## src/pkg/rlcd_pkg.sv

```systemverilog
// constants, types and decoders for remote capability and link detect
package rlcd_pkg;

  // register offsets
  localparam logic [7:0] CAP_LOW_ADDR      = 8'h20;
  localparam logic [7:0] CAP_HIGH_ADDR     = 8'h21;
  localparam logic [7:0] LINK_TIMEOUT_ADDR = 8'h26;

  // reset values
  localparam logic [7:0] CAP_LOW_RESET  = 8'h00;
  localparam logic [1:0] CAP_HIGH_RESET = 2'h0;
  localparam logic [2:0] TIMEOUT_RESET  = 3'h0;
  localparam logic [7:0] READ_ZERO      = 8'h00;

  // field positions
  localparam int CAP_HIGH_MODE_LSB = 0;
  localparam int CAP_HIGH_MODE_MSB = 1;
  localparam int TIMEOUT_SEL_LSB   = 0;
  localparam int TIMEOUT_SEL_MSB   = 2;
  localparam int PORT_COUNT        = 2;

  // timing
  localparam int CLOCK_PERIOD_NS  = 4;
  localparam int TIMEOUT_162US_NS = 162000;
  localparam int TIMEOUT_325US_NS = 325000;
  localparam int TIMEOUT_650US_NS = 650000;
  localparam int TIMEOUT_1MS3_NS  = 1300000;
  localparam int TIMEOUT_10US_NS  = 10250;
  localparam int TIMEOUT_20US_NS  = 20500;
  localparam int TIMEOUT_41US_NS  = 41000;
  localparam int TIMEOUT_82US_NS  = 82000;
  localparam int TIMEOUT_10US_CYCLES = TIMEOUT_10US_NS / CLOCK_PERIOD_NS;
  localparam int TIMER_WIDTH      = 19;
  localparam logic [18:0] TIMER_ONE  = 19'h00001;
  localparam logic [18:0] TIMER_ZERO = 19'h00000;

  // fast control channel mode codes
  typedef enum logic [2:0] {
    FCC_NORMAL   = 3'b000,
    FCC_FAST_1   = 3'b001,
    FCC_FAST_2   = 3'b010,
    FCC_FAST_4   = 3'b011,
    FCC_RESV_4   = 3'b100,
    FCC_RESV_5   = 3'b101,
    FCC_FWD_SPI  = 3'b110,
    FCC_REV_SPI  = 3'b111
  } rlcd_fcc_mode_type;

  // first capability register layout, bit 7 down to bit 0
  typedef struct packed {
    logic capability_freeze;
    logic mode_low;
    logic send_freq;
    logic send_eq;
    logic remote_two_link_capable;
    logic channel_role;
    logic full_colour_with_hd_sound;
    logic forward_frame_io_capable;
  } rlcd_cap_low_type;

  // capability word delivered by the reverse control channel
  typedef struct packed {
    logic [2:0] fast_control_channel_mode;
    logic       send_freq;
    logic       send_eq;
    logic       remote_two_link_capable;
    logic       channel_role;
    logic       full_colour_with_hd_sound;
    logic       forward_frame_io_capable;
  } rlcd_rx_caps_type;

  // reserved codes and unknown values fall back to the normal frame
  function automatic rlcd_fcc_mode_type rlcd_decode_mode(
    input logic [2:0] code
  );
    rlcd_decode_mode = FCC_NORMAL;
    if ((code != FCC_RESV_4) && (code != FCC_RESV_5)) begin
      rlcd_decode_mode = rlcd_fcc_mode_type'(code);
    end
  endfunction

  // true when a mode uses the high-speed back channel
  function automatic logic rlcd_is_fast(input logic [2:0] code);
    rlcd_is_fast = (rlcd_decode_mode(code) != FCC_NORMAL);
  endfunction

endpackage

```

## src/hdl/rlcd_cap_bank.sv

```systemverilog
// capability storage for one link: software writes, auto load, freeze
`timescale 1ns/1ps
module rlcd_cap_bank (
  // clock and reset
  input  wire logic                       clock,
  input  wire logic                       rstn,
  // reverse control channel
  input  wire logic                       rx_lock,
  input  wire logic                       caps_valid,
  input  wire rlcd_pkg::rlcd_rx_caps_type rx_caps,
  // software access
  input  wire logic                       write_low,
  input  wire logic                       write_high,
  input  wire logic [7:0]                 write_data,
  // stored values
  output rlcd_pkg::rlcd_cap_low_type      cap_low,
  output logic [1:0]                      mode_high
);

  logic                       auto_load;
  logic [2:0]                 loaded_mode;
  rlcd_pkg::rlcd_cap_low_type next_low;

  assign auto_load = rx_lock && caps_valid &&
                     !cap_low.capability_freeze;
  // an auto load from a single-link remote only gets the normal frame mode
  assign loaded_mode = rx_caps.remote_two_link_capable ?
                       rx_caps.fast_control_channel_mode :
                       rlcd_pkg::FCC_NORMAL;
  assign next_low = '{
    capability_freeze:         cap_low.capability_freeze,
    mode_low:                  loaded_mode[0],
    send_freq:                 rx_caps.send_freq,
    send_eq:                   rx_caps.send_eq,
    remote_two_link_capable:   rx_caps.remote_two_link_capable,
    channel_role:              rx_caps.channel_role,
    full_colour_with_hd_sound: rx_caps.full_colour_with_hd_sound,
    forward_frame_io_capable:  rx_caps.forward_frame_io_capable
  };

  // software write has priority over an auto load in the same cycle
  always_ff @(posedge clock or negedge rstn) begin
    if (!rstn) begin
      cap_low <= rlcd_pkg::CAP_LOW_RESET;
    end else if (write_low) begin
      cap_low <= write_data;
    end else if (auto_load) begin
      cap_low <= next_low;
    end
  end

  always_ff @(posedge clock or negedge rstn) begin
    if (!rstn) begin
      mode_high <= rlcd_pkg::CAP_HIGH_RESET;
    end else if (write_high) begin
      mode_high <= write_data[rlcd_pkg::CAP_HIGH_MODE_MSB:
                              rlcd_pkg::CAP_HIGH_MODE_LSB];
    end else if (auto_load) begin
      mode_high <= loaded_mode[2:1];
    end
  end

endmodule

```

## src/hdl/rlcd_link_timer.sv

```systemverilog
// link detect timeout for one link
`timescale 1ns/1ps
module rlcd_link_timer (
  // clock and reset
  input  wire logic        clock,
  input  wire logic        rstn,
  // traffic and timeout
  input  wire logic        rx_valid,
  input  wire logic [18:0] limit,
  // state
  output logic             link_detect
);

  logic [18:0] count;
  logic [18:0] next_count;
  logic        expired;

  assign next_count = count + rlcd_pkg::TIMER_ONE;
  assign expired    = (next_count >= limit);

  always_ff @(posedge clock or negedge rstn) begin
    if (!rstn) begin
      count <= rlcd_pkg::TIMER_ZERO;
    end else if (rx_valid || !link_detect) begin
      count <= rlcd_pkg::TIMER_ZERO;
    end else begin
      count <= next_count;
    end
  end

  always_ff @(posedge clock or negedge rstn) begin
    if (!rstn) begin
      link_detect <= 1'b0;
    end else if (rx_valid) begin
      link_detect <= 1'b1;
    end else if (expired) begin
      link_detect <= 1'b0;
    end
  end

endmodule

```

## src/hdl/rlcd_top.sv

```systemverilog
// remote capability registers and link detect timers for two links
// Function
// - once receiver locks, capability fields load from the control channel
// - software may write capabilities; freeze bit stops automatic loads
// - second port select shows and writes the second link's capabilities
// - a flag reports whether the remote receiver supports two links
// - bit 2 gives the remote channel role: 0 primary, 1 secondary
// - a flag reports full-colour video together with high-definition sound
// - bit 0 of the first register reports forward-frame I/O support
// - three-bit fast mode: upper bits at second register 1:0, low in first
// - modes: normal, 1/2/4 fast lines, two reserved, forward, reverse SPI
// - auto loads from single-link remotes only get the normal back-channel frame mode
// - link detect drops after the timeout with no valid reverse traffic
// - timeout select picks 162, 325, 650us, 1.3ms, 10.25, 20.5, 41, 82us
// - freeze bit is bit 7 of the first register and blocks loading
// - lowest fast mode bit is bit 6 of the first register
`timescale 1ns/1ps
module rlcd_top #(
  parameter int TIMEOUT_162US_CYCLES =
    rlcd_pkg::TIMEOUT_162US_NS / rlcd_pkg::CLOCK_PERIOD_NS,
  parameter int TIMEOUT_325US_CYCLES =
    rlcd_pkg::TIMEOUT_325US_NS / rlcd_pkg::CLOCK_PERIOD_NS,
  parameter int TIMEOUT_650US_CYCLES =
    rlcd_pkg::TIMEOUT_650US_NS / rlcd_pkg::CLOCK_PERIOD_NS,
  parameter int TIMEOUT_1MS3_CYCLES  =
    rlcd_pkg::TIMEOUT_1MS3_NS / rlcd_pkg::CLOCK_PERIOD_NS,
  parameter int TIMEOUT_20US_CYCLES  =
    rlcd_pkg::TIMEOUT_20US_NS / rlcd_pkg::CLOCK_PERIOD_NS,
  parameter int TIMEOUT_41US_CYCLES  =
    rlcd_pkg::TIMEOUT_41US_NS / rlcd_pkg::CLOCK_PERIOD_NS,
  parameter int TIMEOUT_82US_CYCLES  =
    rlcd_pkg::TIMEOUT_82US_NS / rlcd_pkg::CLOCK_PERIOD_NS
) (
  // clock and reset
  input  wire logic                             CLOCK,
  input  wire logic                             RSTN,
  // register port
  input  wire logic [7:0]                       REG_ADDR,
  input  wire logic                             REG_WRITE,
  input  wire logic [7:0]                       REG_WDATA,
  input  wire logic                             REG_READ,
  output logic [7:0]                            REG_RDATA,
  output logic                                  REG_RACK,
  // port selection
  input  wire logic                             SECOND_PORT_SELECT,
  // reverse control channel, one entry per link
  input  wire logic [1:0]                       RX_LOCK,
  input  wire logic [1:0]                       RX_CAPS_VALID,
  input  wire rlcd_pkg::rlcd_rx_caps_type [1:0] RX_CAPS,
  input  wire logic [1:0]                       RX_TRAFFIC_VALID,
  // link state
  output logic [1:0]                            LINK_DETECT,
  // capabilities of each link
  output logic [1:0]                            REMOTE_TWO_LINK_CAPABLE,
  output logic [1:0]                            REMOTE_CHANNEL_ROLE,
  output logic [1:0]                            FULL_COLOUR_WITH_HD_SOUND,
  output logic [1:0]                            FORWARD_FRAME_IO_CAPABLE,
  output logic [1:0]                            CAPABILITY_FREEZE,
  output rlcd_pkg::rlcd_fcc_mode_type [1:0]     FAST_CONTROL_CHANNEL_MODE,
  output logic [1:0]                            FAST_CONTROL_CHANNEL_ON
);

  // address match used by the write and read decoders
  function automatic logic addr_hit(
    input logic [7:0] addr,
    input logic [7:0] offset
  );
    addr_hit = (addr == offset);
  endfunction

  // decode
  logic       hit_low;
  logic       hit_high;
  logic       hit_timeout;
  logic [1:0] port_write_low;
  logic [1:0] port_write_high;
  logic       sel_port;

  // storage
  rlcd_pkg::rlcd_cap_low_type [1:0] cap_low;
  logic [1:0][1:0]                  mode_high;
  logic [2:0]                       timeout_sel;

  // timing
  logic [18:0]      limit;
  logic [7:0][18:0] limit_table;

  // read path
  logic [7:0] read_low;
  logic [7:0] read_high;
  logic [7:0] read_timeout;
  logic [7:0] next_rdata;

  // per link mode
  logic [1:0][2:0] mode_code;
  logic [1:0]      link_detect;

  assign sel_port    = SECOND_PORT_SELECT;
  assign hit_low     = addr_hit(REG_ADDR, rlcd_pkg::CAP_LOW_ADDR);
  assign hit_high    = addr_hit(REG_ADDR, rlcd_pkg::CAP_HIGH_ADDR);
  assign hit_timeout = addr_hit(REG_ADDR, rlcd_pkg::LINK_TIMEOUT_ADDR);

  // timeout table, indexed by the 3-bit select
  assign limit_table[0] = TIMEOUT_162US_CYCLES[18:0];
  assign limit_table[1] = TIMEOUT_325US_CYCLES[18:0];
  assign limit_table[2] = TIMEOUT_650US_CYCLES[18:0];
  assign limit_table[3] = TIMEOUT_1MS3_CYCLES[18:0];
  assign limit_table[4] = rlcd_pkg::TIMEOUT_10US_CYCLES[18:0];
  assign limit_table[5] = TIMEOUT_20US_CYCLES[18:0];
  assign limit_table[6] = TIMEOUT_41US_CYCLES[18:0];
  assign limit_table[7] = TIMEOUT_82US_CYCLES[18:0];
  assign limit          = limit_table[timeout_sel];

  // timeout select register
  always_ff @(posedge CLOCK or negedge RSTN) begin
    if (!RSTN) begin
      timeout_sel <= rlcd_pkg::TIMEOUT_RESET;
    end else if (REG_WRITE && hit_timeout) begin
      timeout_sel <= REG_WDATA[rlcd_pkg::TIMEOUT_SEL_MSB:
                               rlcd_pkg::TIMEOUT_SEL_LSB];
    end
  end

  // per link storage, timer and output registers
  for (genvar p = 0; p < rlcd_pkg::PORT_COUNT; p++) begin : g_link
    assign port_write_low[p]  = REG_WRITE && hit_low &&
                                (sel_port == 1'(p));
    assign port_write_high[p] = REG_WRITE && hit_high &&
                                (sel_port == 1'(p));
    assign mode_code[p] = {mode_high[p],
                           cap_low[p].mode_low};

    rlcd_cap_bank u_bank (
      .clock      (CLOCK),
      .rstn       (RSTN),
      .rx_lock    (RX_LOCK[p]),
      .caps_valid (RX_CAPS_VALID[p]),
      .rx_caps    (RX_CAPS[p]),
      .write_low  (port_write_low[p]),
      .write_high (port_write_high[p]),
      .write_data (REG_WDATA),
      .cap_low    (cap_low[p]),
      .mode_high  (mode_high[p])
    );

    rlcd_link_timer u_timer (
      .clock       (CLOCK),
      .rstn        (RSTN),
      .rx_valid    (RX_TRAFFIC_VALID[p]),
      .limit       (limit),
      .link_detect (link_detect[p])
    );

    always_ff @(posedge CLOCK or negedge RSTN) begin
      if (!RSTN) begin
        LINK_DETECT[p]               <= 1'b0;
        REMOTE_TWO_LINK_CAPABLE[p]   <= 1'b0;
        REMOTE_CHANNEL_ROLE[p]       <= 1'b0;
        FULL_COLOUR_WITH_HD_SOUND[p] <= 1'b0;
        FORWARD_FRAME_IO_CAPABLE[p]  <= 1'b0;
        CAPABILITY_FREEZE[p]         <= 1'b0;
        FAST_CONTROL_CHANNEL_MODE[p] <= rlcd_pkg::FCC_NORMAL;
        FAST_CONTROL_CHANNEL_ON[p]   <= 1'b0;
      end else begin
        LINK_DETECT[p]               <= link_detect[p];
        REMOTE_TWO_LINK_CAPABLE[p]   <=
          cap_low[p].remote_two_link_capable;
        REMOTE_CHANNEL_ROLE[p]       <= cap_low[p].channel_role;
        FULL_COLOUR_WITH_HD_SOUND[p] <=
          cap_low[p].full_colour_with_hd_sound;
        FORWARD_FRAME_IO_CAPABLE[p]  <=
          cap_low[p].forward_frame_io_capable;
        CAPABILITY_FREEZE[p]         <= cap_low[p].capability_freeze;
        FAST_CONTROL_CHANNEL_MODE[p] <=
          rlcd_pkg::rlcd_decode_mode(mode_code[p]);
        FAST_CONTROL_CHANNEL_ON[p]   <=
          rlcd_pkg::rlcd_is_fast(mode_code[p]);
      end
    end
  end

  // read selection, registered one cycle after the read strobe
  assign read_low     = cap_low[sel_port];
  assign read_high    = {6'h00, mode_high[sel_port]};
  assign read_timeout = {5'h00, timeout_sel};
  assign next_rdata   = hit_low     ? read_low :
                        hit_high    ? read_high :
                        hit_timeout ? read_timeout :
                        rlcd_pkg::READ_ZERO;

  always_ff @(posedge CLOCK or negedge RSTN) begin
    if (!RSTN) begin
      REG_RDATA <= rlcd_pkg::READ_ZERO;
      REG_RACK  <= 1'b0;
    end else begin
      REG_RACK <= REG_READ;
      if (REG_READ) begin
        REG_RDATA <= next_rdata;
      end
    end
  end

endmodule

```

## config.mk

```make
export PLATFORM = sky130hd
export DESIGN_NAME = rlcd_top
export DESIGN_NICKNAME = d
export VERILOG_FILES = /design/src/pkg/rlcd_pkg.sv /design/src/hdl/rlcd_cap_bank.sv /design/src/hdl/rlcd_link_timer.sv /design/src/hdl/rlcd_top.sv
export SDC_FILE = /design/constraint.sdc
export NUM_CORES = 1
export LEC_CHECK = 0
export ABC_AREA = 1
export CAP_MARGIN = 20
export CORE_UTILIZATION = 41
export CTS_CLUSTER_DIAMETER = 80
export DETAILED_ROUTE_END_ITERATION = 7
export DONT_BUFFER_PORTS = 1
export MAX_ROUTING_LAYER = met4
export PLACE_DENSITY = 0.65
export SYNTH_ARGS = -nofsm -noshare
export SYNTH_HDL_FRONTEND = slang
export SYNTH_SLANG_ARGS = --single-unit
```

## constraint.sdc

```tcl
create_clock -name CLOCK -period 3.8 [get_ports CLOCK]
set_input_delay 0.38 -clock CLOCK [delete_from_list [all_inputs] [get_ports CLOCK]]
set_output_delay 0.38 -clock CLOCK [all_outputs]
set_load 0.005 [all_outputs]
```

==> results.toml, run 1 <==
[outcome]
status = "completed"

[critical_path]
rr_startpoint = "g_link[0].u_timer.count[0]"
arrival_ps = 2790
criticalPathCategory = "reg -> reg"
rr_worst_depth = 16
path_cells = "ha_1 -> nand2_1 -> nor2_2 -> nand2_1 -> nor2_2 -> nand4_1 -> nand2_1 -> inv_1 -> ha_1 -> nand2_1 -> nor2_1 -> nand2_1 -> nor2_1 -> nand2_1 -> nand3_1 -> nand2_1"
end_kind = "flop"
cp_slowest_cell = "dfrtp_1"
cp-start-kind = "flop"
cp_data_required_time_ps = 4050
r2r_end = "g_link[0].u_timer.link_detect"
reg2reg_slack_ps = 1260
crit_path_frequent_cell = "nand2_1"
crit_fanout = 7
cpPeakStageDelay_ps = 480

[power_and_ir_drop]
peakVddDrop_v = 0.000251
power.density_nw_per_um2 = 361
total_power_mw = 2.26
leakagePower_nw = 3.38

[worst_hold_path]
min_to = "REG_RACK"
hp-class = "in -> reg"
min_from = "REG_READ"
whs_path_depth = 0

[grt]
grt_util_all_layers_pct = 20.3
globalRoute.totalOverflow = 0
grt_pass1_vias = 4509
grt_pass1_wl_um = 22200
antenna_found_initial = 0
grt_start_max_net_pins = 93

[placed_design]
dp_hpwl_um = 9690
place_inst = 930
numPortBuffers = 0
place_congestion = 0.869

[routing]
drtAntennaViolNets = 0
drc = 0
first_pass_iters = 5
vias = 4695
drtIter0Drc = 221
wl_per_cell_um = 13.8
drt-total-wl_um = 13100
viasPerCell = 4.95

[timing]
hold_viol = 0
slew_viol_final = 0
finalCritPeriodShare_pct = 66.9
slew_headroom_pct = 54.9
final.setup.tns_ps = 0
rsz0062_at_grt = "no"
fin_skew_ps = 11.4
finalSetupViolCount = 0
fmax_mhz = 393
min_period_ps = 2540
tightestPinTransition_ps = 675

[clock_tree]
clock_latency_ps = 360
cts_hold_buf = 2
htreeDepth = 3
clk_pin_slew_ps = 80
cts_setup_buffers = 0
clock-root-buffer = "clkbuf_16"
cts_resized = 0
cts_buffers = 9
clock_sinks = 92
cts_buffer_depth = 2
cts_tree = "yes"

[finish]
areaGrowthSynthToFinish_pct = 9.16
n_fill_cell = 1350
regArea_um2 = 2300
layout.nets = 857
drive_above_1_share_pct = 9.07
stdcell_count = 948
n_antenna_cell = 0
multiInputGateArea_um2 = 2940

[synth]
async_flop_share_pct = 100
postSynthCellCount = 766
ys_ff_latch = 92
syn_area_um2 = 5730
synth_area_per_cell_um2 = 7.49
ys.flop_type = "dfrtp_1"
yosysUniqueCellTypes = 40
yosysWarnings = 0
synth_fp_nets = 856
synth_seq_area_share_pct = 40.1
synth_edf_count = 0

[floorplanning]
die-area_um2 = 14500
die_h_um = 120
rows = 42
dieWidth_um = 120
io-pin-count = 74
start_util_pct = 42.6
coreArea_um2 = 13500

[job]
cap_violations = 0
==> state kept, by name, summed over array words and instances, names as in the netlist, 3 cells and up <==
| signal | flops |
|---|---|
| g_link.u_timer.count | 38 |
| g_link.u_bank.cap_low | 16 |
| REG_RDATA | 8 |
| FAST_CONTROL_CHANNEL_MODE | 6 |
| g_link.u_bank.mode_high | 4 |
| timeout_sel | 3 |
==> through the flow <==
stage / worst slack [ps] / instance area [um^2] / hold slack [ps] / utilization (%)
CTS: 1270 / 6260 / 27.3 / 46.5
floorplan: 1580 / 5730 / 84.4 / -
finish: 1260 / 6260 / 40.0 / 46.5
global placement: 1420 / 5900 / 88.5 / 43.8
global route: 985 / 6260 / 20.5 / 46.5
detailed placement: 1290 / 5900 / 89.5 / 43.8
==> cell families after synthesis <==
| kind of cell | count (synthesis) | share of synthesized area, % |
|---|---|---|
| simple gates | 416 | 31.8 |
| buf+inv | 128 | 8.66 |
| flops | 92 | 40.1 |
| compound gates | 73 | 7.31 |
| fa+ha+maj | 45 | 9.82 |
| xor+xnor | 12 | 2.23 |
==> cells in the mapped netlist (4+ instances only) <==
library cell,number,share of area (%)
o211ai_1,5,0.65
nand2_1,230,15
dfrtp_1,92,40
xor2_1,8,1.2
inv_1,107,7.0
or2_2,4,0.44
nand3_1,40,3.5
o21ai_0,22,1.9
nor2_2,12,1.3
nor2_1,85,5.6
nand4_1,14,1.5
clkbuf_1,7,0.46
nand2_2,7,0.76
o21ai_1,12,1.0
a21oi_1,21,1.8
nor2_4,4,0.79
nor3_1,5,0.44
ha_1,45,9.8
inv_2,8,0.52
nand3_2,7,1.2
==> area by class of cell <==
cell class	instances	share of cell area, %
tap	176	3.52
clock inverter	7	1.60
multi-input combinational	546	46.9
timing repair buffer	3	0.720
sequential	92	36.8
clock buffer	9	3.60
inverter	115	6.90
==> worst max path at each step <==
stage,startpoint,endpoint,cells past startpoint
floorplan,g_link[0].u_timer.count[0],g_link[0].u_timer.link_detect,16
global placement,g_link[0].u_timer.count[0],g_link[0].u_timer.link_detect,16
detailed placement,g_link[0].u_timer.count[0],g_link[0].u_timer.link_detect,16
CTS,g_link[0].u_timer.count[0],g_link[0].u_timer.link_detect,16
global route,g_link[0].u_timer.count[0],g_link[0].u_timer.link_detect,16
finish,g_link[0].u_timer.count[0],g_link[0].u_timer.link_detect,16
==> layout by cell type, fill, tap and decap left out, types with 3 or more instances in the layout <==
cell       Yosys  layout
xor2_1         8       8
clkbuf_16      0       9
nand4_1       14      14
nor2_2        12      12
nand3b_1       3       3
inv_1        107     107
or2_2          4       4
nor2_4         4       4
a31o_2         3       3
inv_6          0       3
dfrtp_1       92      92
a21oi_1       21      21
o211ai_1       5       5
nor3_1         5       5
o21ai_1       12      12
nor2_1        85      85
inv_2          8       8
nand3_1       40      40
ha_1          45      45
o21ai_0       22      22
nand2_2        7       7
nand3_2        7       7
nand2_1      230     230
==> where the power goes <==
part           leakage, nW  internal, mW  switching, mW  total [mW]
clock                0.158         0.533          0.446       0.980
sequential            1.21          1.03         0.0408        1.07
combinational         2.02        0.0709          0.139       0.210
==> worst max-delay path: cells and delay by family, from the launching register on <==
family | cells | cell delay, ps
and+or+nand+nor | 13 | 1310
adders and majority gates | 2 | 610
DFF | 1 | 480
buffers and inverters | 1 | 40
==> layer usage <==
| metal | track usage [%] | vias to the layer above | part of all wire (%) |
|---|---|---|---|
| met2 | 31.1 | 125 | 46 |
| met1 | 26.5 | 2149 | 48 |
| met4 | 5.25 | 0 | 1.2 |
| met5 | - | - | 0 |
| li1 | - | 2410 | - |
| met3 | 5.61 | 11 | 5.6 |
Power figures use the tool's default switching activity.
==> inputs of run 2 (changes only) <==
PLACE_DENSITY = 0.67   (was 0.65)
clock period = 2.1 ns   (was 3.8 ns; I/O delays follow)
==> run 2 against run 1 <==
  * The flow now finishes with violations (negative hold slack, negative setup slack)
  * Highest routed layer unchanged
  * Core utilization grew 6.1 points
  * Global-route usage is 0.74 points higher
  * Clock power grew 66%
  * Clock skew about the same
  * Flip-flop and latch count is the same
  * Critical endpoint is now g_link[1].u_timer.link_detect
  * Cell count increased by 8.0%
  * Hold slack got worse by 500 ps
  * Maximum frequency up 18%
  * Die area did not move
  * Sequential power grew 81%
  * Largest power group unchanged
==> results.toml, run 2 (synthesis gave the netlist of run 1 again) <==
[outcome]
status = "finished with violations"
failed_checks = "negative hold slack, negative setup slack"

[floorplanning]
die-area_um2 = 14500
dieWidth_um = 120
start_util_pct = 42.6
die_h_um = 120
io-pin-count = 74
coreArea_um2 = 13500
rows = 42

[critical_path]
criticalPathCategory = "reg -> reg"
arrival_ps = 2410
path_cells = "ha_2 -> nand2_2 -> nor2_4 -> nand2_4 -> nor2_4 -> nand2_1 -> nand2_2 -> nand2_2 -> ha_4 -> nand2_4 -> nor2_4 -> nand2_2 -> nor2_1 -> nand2_1 -> nand3_1 -> nand2_1"
end_kind = "flop"
cpPeakStageDelay_ps = 370
cp_slowest_cell = "dfrtp_1"
cp-start-kind = "flop"
crit_path_frequent_cell = "nand2_2"
crit_fanout = 4
cp_data_required_time_ps = 2350

[finish]
final_cell_mix = "nand2_1, inv_1, dfrtp_1, nor2_1, buf_4"
layout.nets = 933
postLayoutCellArea_um2 = 7080
stdcell_count = 1024
regMostFlops = "g_link.u_timer.count"
final_common_cell = "nand2_1"
drive_above_1_share_pct = 22.1
n_fill_cell = 1276
multiInputGateArea_um2 = 3210
largest_reg_flops = 38
areaGrowthSynthToFinish_pct = 23.4
n_antenna_cell = 0
regArea_um2 = 2300
top_regs = "g_link.u_timer.count: 38 flops, g_link.u_bank.cap_low: 16 flops, REG_RDATA: 8 flops"

[grt]
grt_util_all_layers_pct = 21.0
grt_pass1_wl_um = 23100
globalRoute.totalOverflow = 0
antenna_found_initial = 0
grt_start_max_net_pins = 93
grt_pass1_vias = 4789

[clock_tree]
cts_tree = "yes"
htreeDepth = 3
clock_latency_ps = 360
clock-root-buffer = "clkbuf_16"
cts_buffer_depth = 2
cts_hold_buf = 8
clock_sinks = 92
clk_pin_slew_ps = 70
cts_buffers = 9

[timing]
slew_headroom_pct = 51.4
finalSetupViolCount = 2
worst_hold_slack_ps = -458
hold_viol = 92
slew_viol_final = 0
rsz0062_at_grt = "yes"
min_period_ps = 2150
finalCritPeriodShare_pct = 103
setup_slack_ps = -52.7
fmax_mhz = 465
tightestPinTransition_ps = 728
fin_skew_ps = 11.5

[routing]
vias = 5062
wl_per_cell_um = 13.5
drtIter0Drc = 244
first_pass_iters = 4
viasPerCell = 4.94
drc = 0
drtAntennaViolNets = 0
drt-total-wl_um = 13800

[job]
cap_violations = 0

[placed_design]
place_congestion = 0.897
pre_cts_ws_ps = -111
numPortBuffers = 0
dp_hpwl_um = 9920
place_inst = 977
place_area_um2 = 6270

[power_and_ir_drop]
leakagePower_nw = 3.74
power.density_nw_per_um2 = 562
total_power_mw = 3.98
peakVddDrop_v = 0.000387

[worst_hold_path]
hp-class = "in -> async"
==> run 2: cell type report <==
type / instances / area share, %
Multi-Input combinational cell: 546 / 45.4
Tap cell: 176 / 3.11
Sequential cell: 92 / 32.5
Clock inverter: 7 / 0.937
Timing Repair Buffer: 79 / 8.77
Inverter: 115 / 6.10
Clock buffer: 9 / 3.18
==> run 2: per-stage QoR <==
step                      utilization (%)  setup TNS (ps)
after detailed placement             46.6            -177
after floorplan                         -           -10.1
after CTS                            51.9           -23.6
after global placement               46.6            -117
after global routing                 52.6            -446
final                                52.6            -101
==> run 2: routing by layer <==
layer  global-route usage [%]  wire length (um)  vias up  part of all wire, %
met4                     6.71               215        0                  1.6
met2                     33.8              6570      116                   48
met1                     26.4              6290     2357                   46
met3                     4.67               710       15                  5.1
li1                         -                 -     2574                    -
met5                        -                 0        -                    0
==> run 2: worst paths after layout <==
kind	endpoint	start	cells after the start	slack (ps)
worst min register to register	FULL_COLOUR_WITH_HD_SOUND[0]	g_link[0].u_bank.cap_low[1]	0	380
max in group asynchronous	g_link[1].u_timer.count[11]	RSTN	0	2370
worst max register to register	g_link[1].u_timer.link_detect	g_link[1].u_timer.count[0]	16	-50
worst max-delay path	g_link[1].u_timer.link_detect	g_link[1].u_timer.count[0]	16	-50
worst min-delay path	g_link[0].u_timer.count[17]	RSTN	0	-460
min in group CLOCK	g_link[1].u_bank.cap_low[7]	REG_WDATA[7]	2	10
==> run 2: timing repair <==
action / in CTS / in global routing
resized for setup: 34 / 24
buffers inserted: 21 / 4
endpoints found under the setup margin: 2 / 4
pin swaps: 43 / 12
endpoints found under the hold margin: 106 / 92
==> run 2: worst max-delay path, delay by kind of cell, from the launching register on <==
family,cells,cell delay (ps)
adder cells (fa/ha/maj),2,480
flip-flops,1,370
AND/OR/NAND/NOR,14,1190
==> run 2: report_power, final <==
group,internal (mW),leakage [nW],total (mW),switching [mW]
Sequential,1.87,1.20,1.94,0.0703
Clock,0.837,0.138,1.63,0.793
Combinational,0.165,2.39,0.409,0.244
==> inputs of run 3 (changes only) <==
==> constraint.sdc (replaced) <==
create_clock -name CLOCK -period 2.1 [get_ports CLOCK]
set_input_delay 0.105 -clock CLOCK [delete_from_list [all_inputs] [get_ports CLOCK]]
set_output_delay 0.105 -clock CLOCK [all_outputs]
set_load 0.005 [all_outputs]
==> run 3 against run 2 <==
  * Core utilization is 1.1 points higher
  * Sequential share of layout area is 0.68 points lower
  * Flip-flop and latch count stayed put
  * Via count is 0.81% higher
  * Clock skew hardly changed
  * Cell count is 1.5% higher
  * Critical endpoint unchanged
  * Global-route usage is 0.36 points higher
  * Non-clock buffer count is 15 higher
  * The run still ends with negative hold slack, negative setup slack left
  * Largest power group unchanged
  * Design area is 2.1% higher
  * Combinational power is 8.8% higher
  * Highest routed layer unchanged
  * Count of clock-buffer cells in the layout stayed put
  * Wire length is 2.0% higher
==> results.toml, run 3 (synthesis gave the netlist of run 1 again) <==
[critical_path]
rr_startpoint = "g_link[1].u_timer.count[0]"
path_cells = "ha_2 -> nand2_2 -> nor2_4 -> nand2_4 -> buf_4 -> buf_4 -> nand2_2 -> inv_2 -> ha_4 -> nand2_1 -> nor2_1 -> nand2_1 -> nor2_1 -> nand2_1 -> nand3_1 -> nand2_1"
reg2reg_slack_ps = -50
worstSetupStartpoint = "g_link[1].u_timer.count[0]"
arrival_ps = 2410
cp_data_required_time_ps = 2360
cp-start-kind = "flop"
cpPeakStageDelay_ps = 370
crit_fanout = 4
end_kind = "flop"
cp_slowest_cell = "dfrtp_1"
crit_path_frequent_cell = "nand2_1"
criticalPathCategory = "reg -> reg"

[finish]
top_regs = "g_link.u_timer.count: 38 flops, g_link.u_bank.cap_low: 16 flops, REG_RDATA: 8 flops"
final_cell_mix = "nand2_1, inv_1, dfrtp_1, nor2_1, buf_4"
layout.nets = 948
final_common_cell = "nand2_1"
n_antenna_cell = 0
drive_above_1_share_pct = 21.7
largest_reg_flops = 38
regMostFlops = "g_link.u_timer.count"
postLayoutCellArea_um2 = 7230
areaGrowthSynthToFinish_pct = 26.0

[power_and_ir_drop]
leakagePower_nw = 3.80
power.density_nw_per_um2 = 556
p_int_mw = 2.89
peakVddDrop_v = 0.000385
p_clk_share_pct = 40.7
p_comb_share_pct = 11.1
power.net_switching_mw = 1.13
swShare_pct = 28.1
p_seq_share_pct = 48.2

[placed_design]
place_area_um2 = 6270
numPortBuffers = 0
dp_hpwl_um = 9920
place_congestion = 0.897
pre_cts_ws_ps = -111

[timing]
hold_viol = 92
finalCritPeriodShare_pct = 102
fin_skew_ps = 11.0
fmax_mhz = 465
finalSetupViolCount = 2
slew_viol_final = 0
setup_slack_ps = -48.4
min_period_ps = 2150
tightestPinTransition_ps = 719
worst_hold_slack_ps = -569
rsz0062_at_grt = "yes"
slew_headroom_pct = 52.0
final.setup.tns_ps = -93.7

[clock_tree]
cts_tree = "yes"
cts_buffer_depth = 2
clock_latency_ps = 360
clk_pin_slew_ps = 70
cts_hold_buf = 23
cts_buffers = 9
htreeDepth = 3
clock_sinks = 92
clock-root-buffer = "clkbuf_16"

[outcome]
failed_checks = "negative hold slack, negative setup slack"
status = "finished with violations"

[routing]
drc = 0
viasPerCell = 4.91
drtAntennaViolNets = 0
vias = 5103
drtIter0Drc = 255
wl_per_cell_um = 13.5
first_pass_iters = 4
drt-total-wl_um = 14100

[floorplanning]
io-pin-count = 74
coreArea_um2 = 13500
die_h_um = 120
rows = 42
start_util_pct = 42.6
die-area_um2 = 14500
dieWidth_um = 120

[grt]
grt_start_max_net_pins = 93
grt_pass1_vias = 4906
grt_util_all_layers_pct = 21.4
globalRoute.totalOverflow = 0
antenna_found_initial = 0
grt_pass1_wl_um = 23500

[job]
cap_violations = 0

[worst_hold_path]
hp-class = "in -> async"
run 3: area by class of cell:
class | instances | area, um^2
fillers | 1270 | 6230
flip-flops and latches | 92 | 2300
clock inverters | 7 | 66.3
well taps | 176 | 220
multi-input cells | 546 | 3210
clock buffers | 9 | 225
inverters | 115 | 432
repair buffers | 94 | 771
run 3: metrics by stage:
stage,util [%],total power [mW],std cells
finish,53.7,4.02,1039
CTS,53.0,4.04,1037
detailed placement,46.6,2.34,977
global placement,46.6,2.34,977
global route,53.7,4.19,1039
floorplan,-,2.24,766
run 3: worst max-delay path: cells and delay by family, from the launching register on:
family                   cells  cell delay (ps)
AND/OR/NAND/NOR             11              930
flip-flops                   1              370
buffers and inverters        3              300
adder cells (fa/ha/maj)      2              440
run 3: worst paths after layout:
check	end	depth (start not counted)
min in group CLOCK	g_link[1].u_bank.mode_high[1]	3
max in group asynchronous	g_link[1].u_timer.count[11]	0
worst min-delay path	g_link[1].u_timer.link_detect	0
worst max-delay path	g_link[1].u_timer.link_detect	16
worst min register to register	FULL_COLOUR_WITH_HD_SOUND[0]	0
worst max register to register	g_link[1].u_timer.link_detect	16
run 3: metal layers:
| layer | wire, um | part of all wire (%) | GRT usage, % | vias up |
|---|---|---|---|---|
| met1 | 6340 | 45 | 26.4 | 2361 |
| li1 | - | - | - | 2594 |
| met2 | 6730 | 48 | 34.7 | 129 |
| met5 | 0 | 0 | - | - |
| met3 | 758 | 5.4 | 4.53 | 19 |
| met4 | 231 | 1.6 | 7.56 | 0 |
run 3: power by group through the flow:
| stage | logic [mW] | clock network, mW | registers, mW |
|---|---|---|---|
| final | 0.445 | 1.64 | 1.94 |
| after global placement | 0.364 | 0 | 1.97 |
| after floorplan | 0.282 | 0 | 1.95 |
| after global routing | 0.510 | 1.73 | 1.95 |
| after CTS | 0.436 | 1.67 | 1.94 |
| after detailed placement | 0.372 | 0 | 1.97 |
run 3: what timing repair did:
item	in CTS	in global routing
setup buffers	21	4
hold endpoints to repair	126	92
pin swaps	43	12
endpoints found under the setup margin	2	4
gates resized for setup	34	24
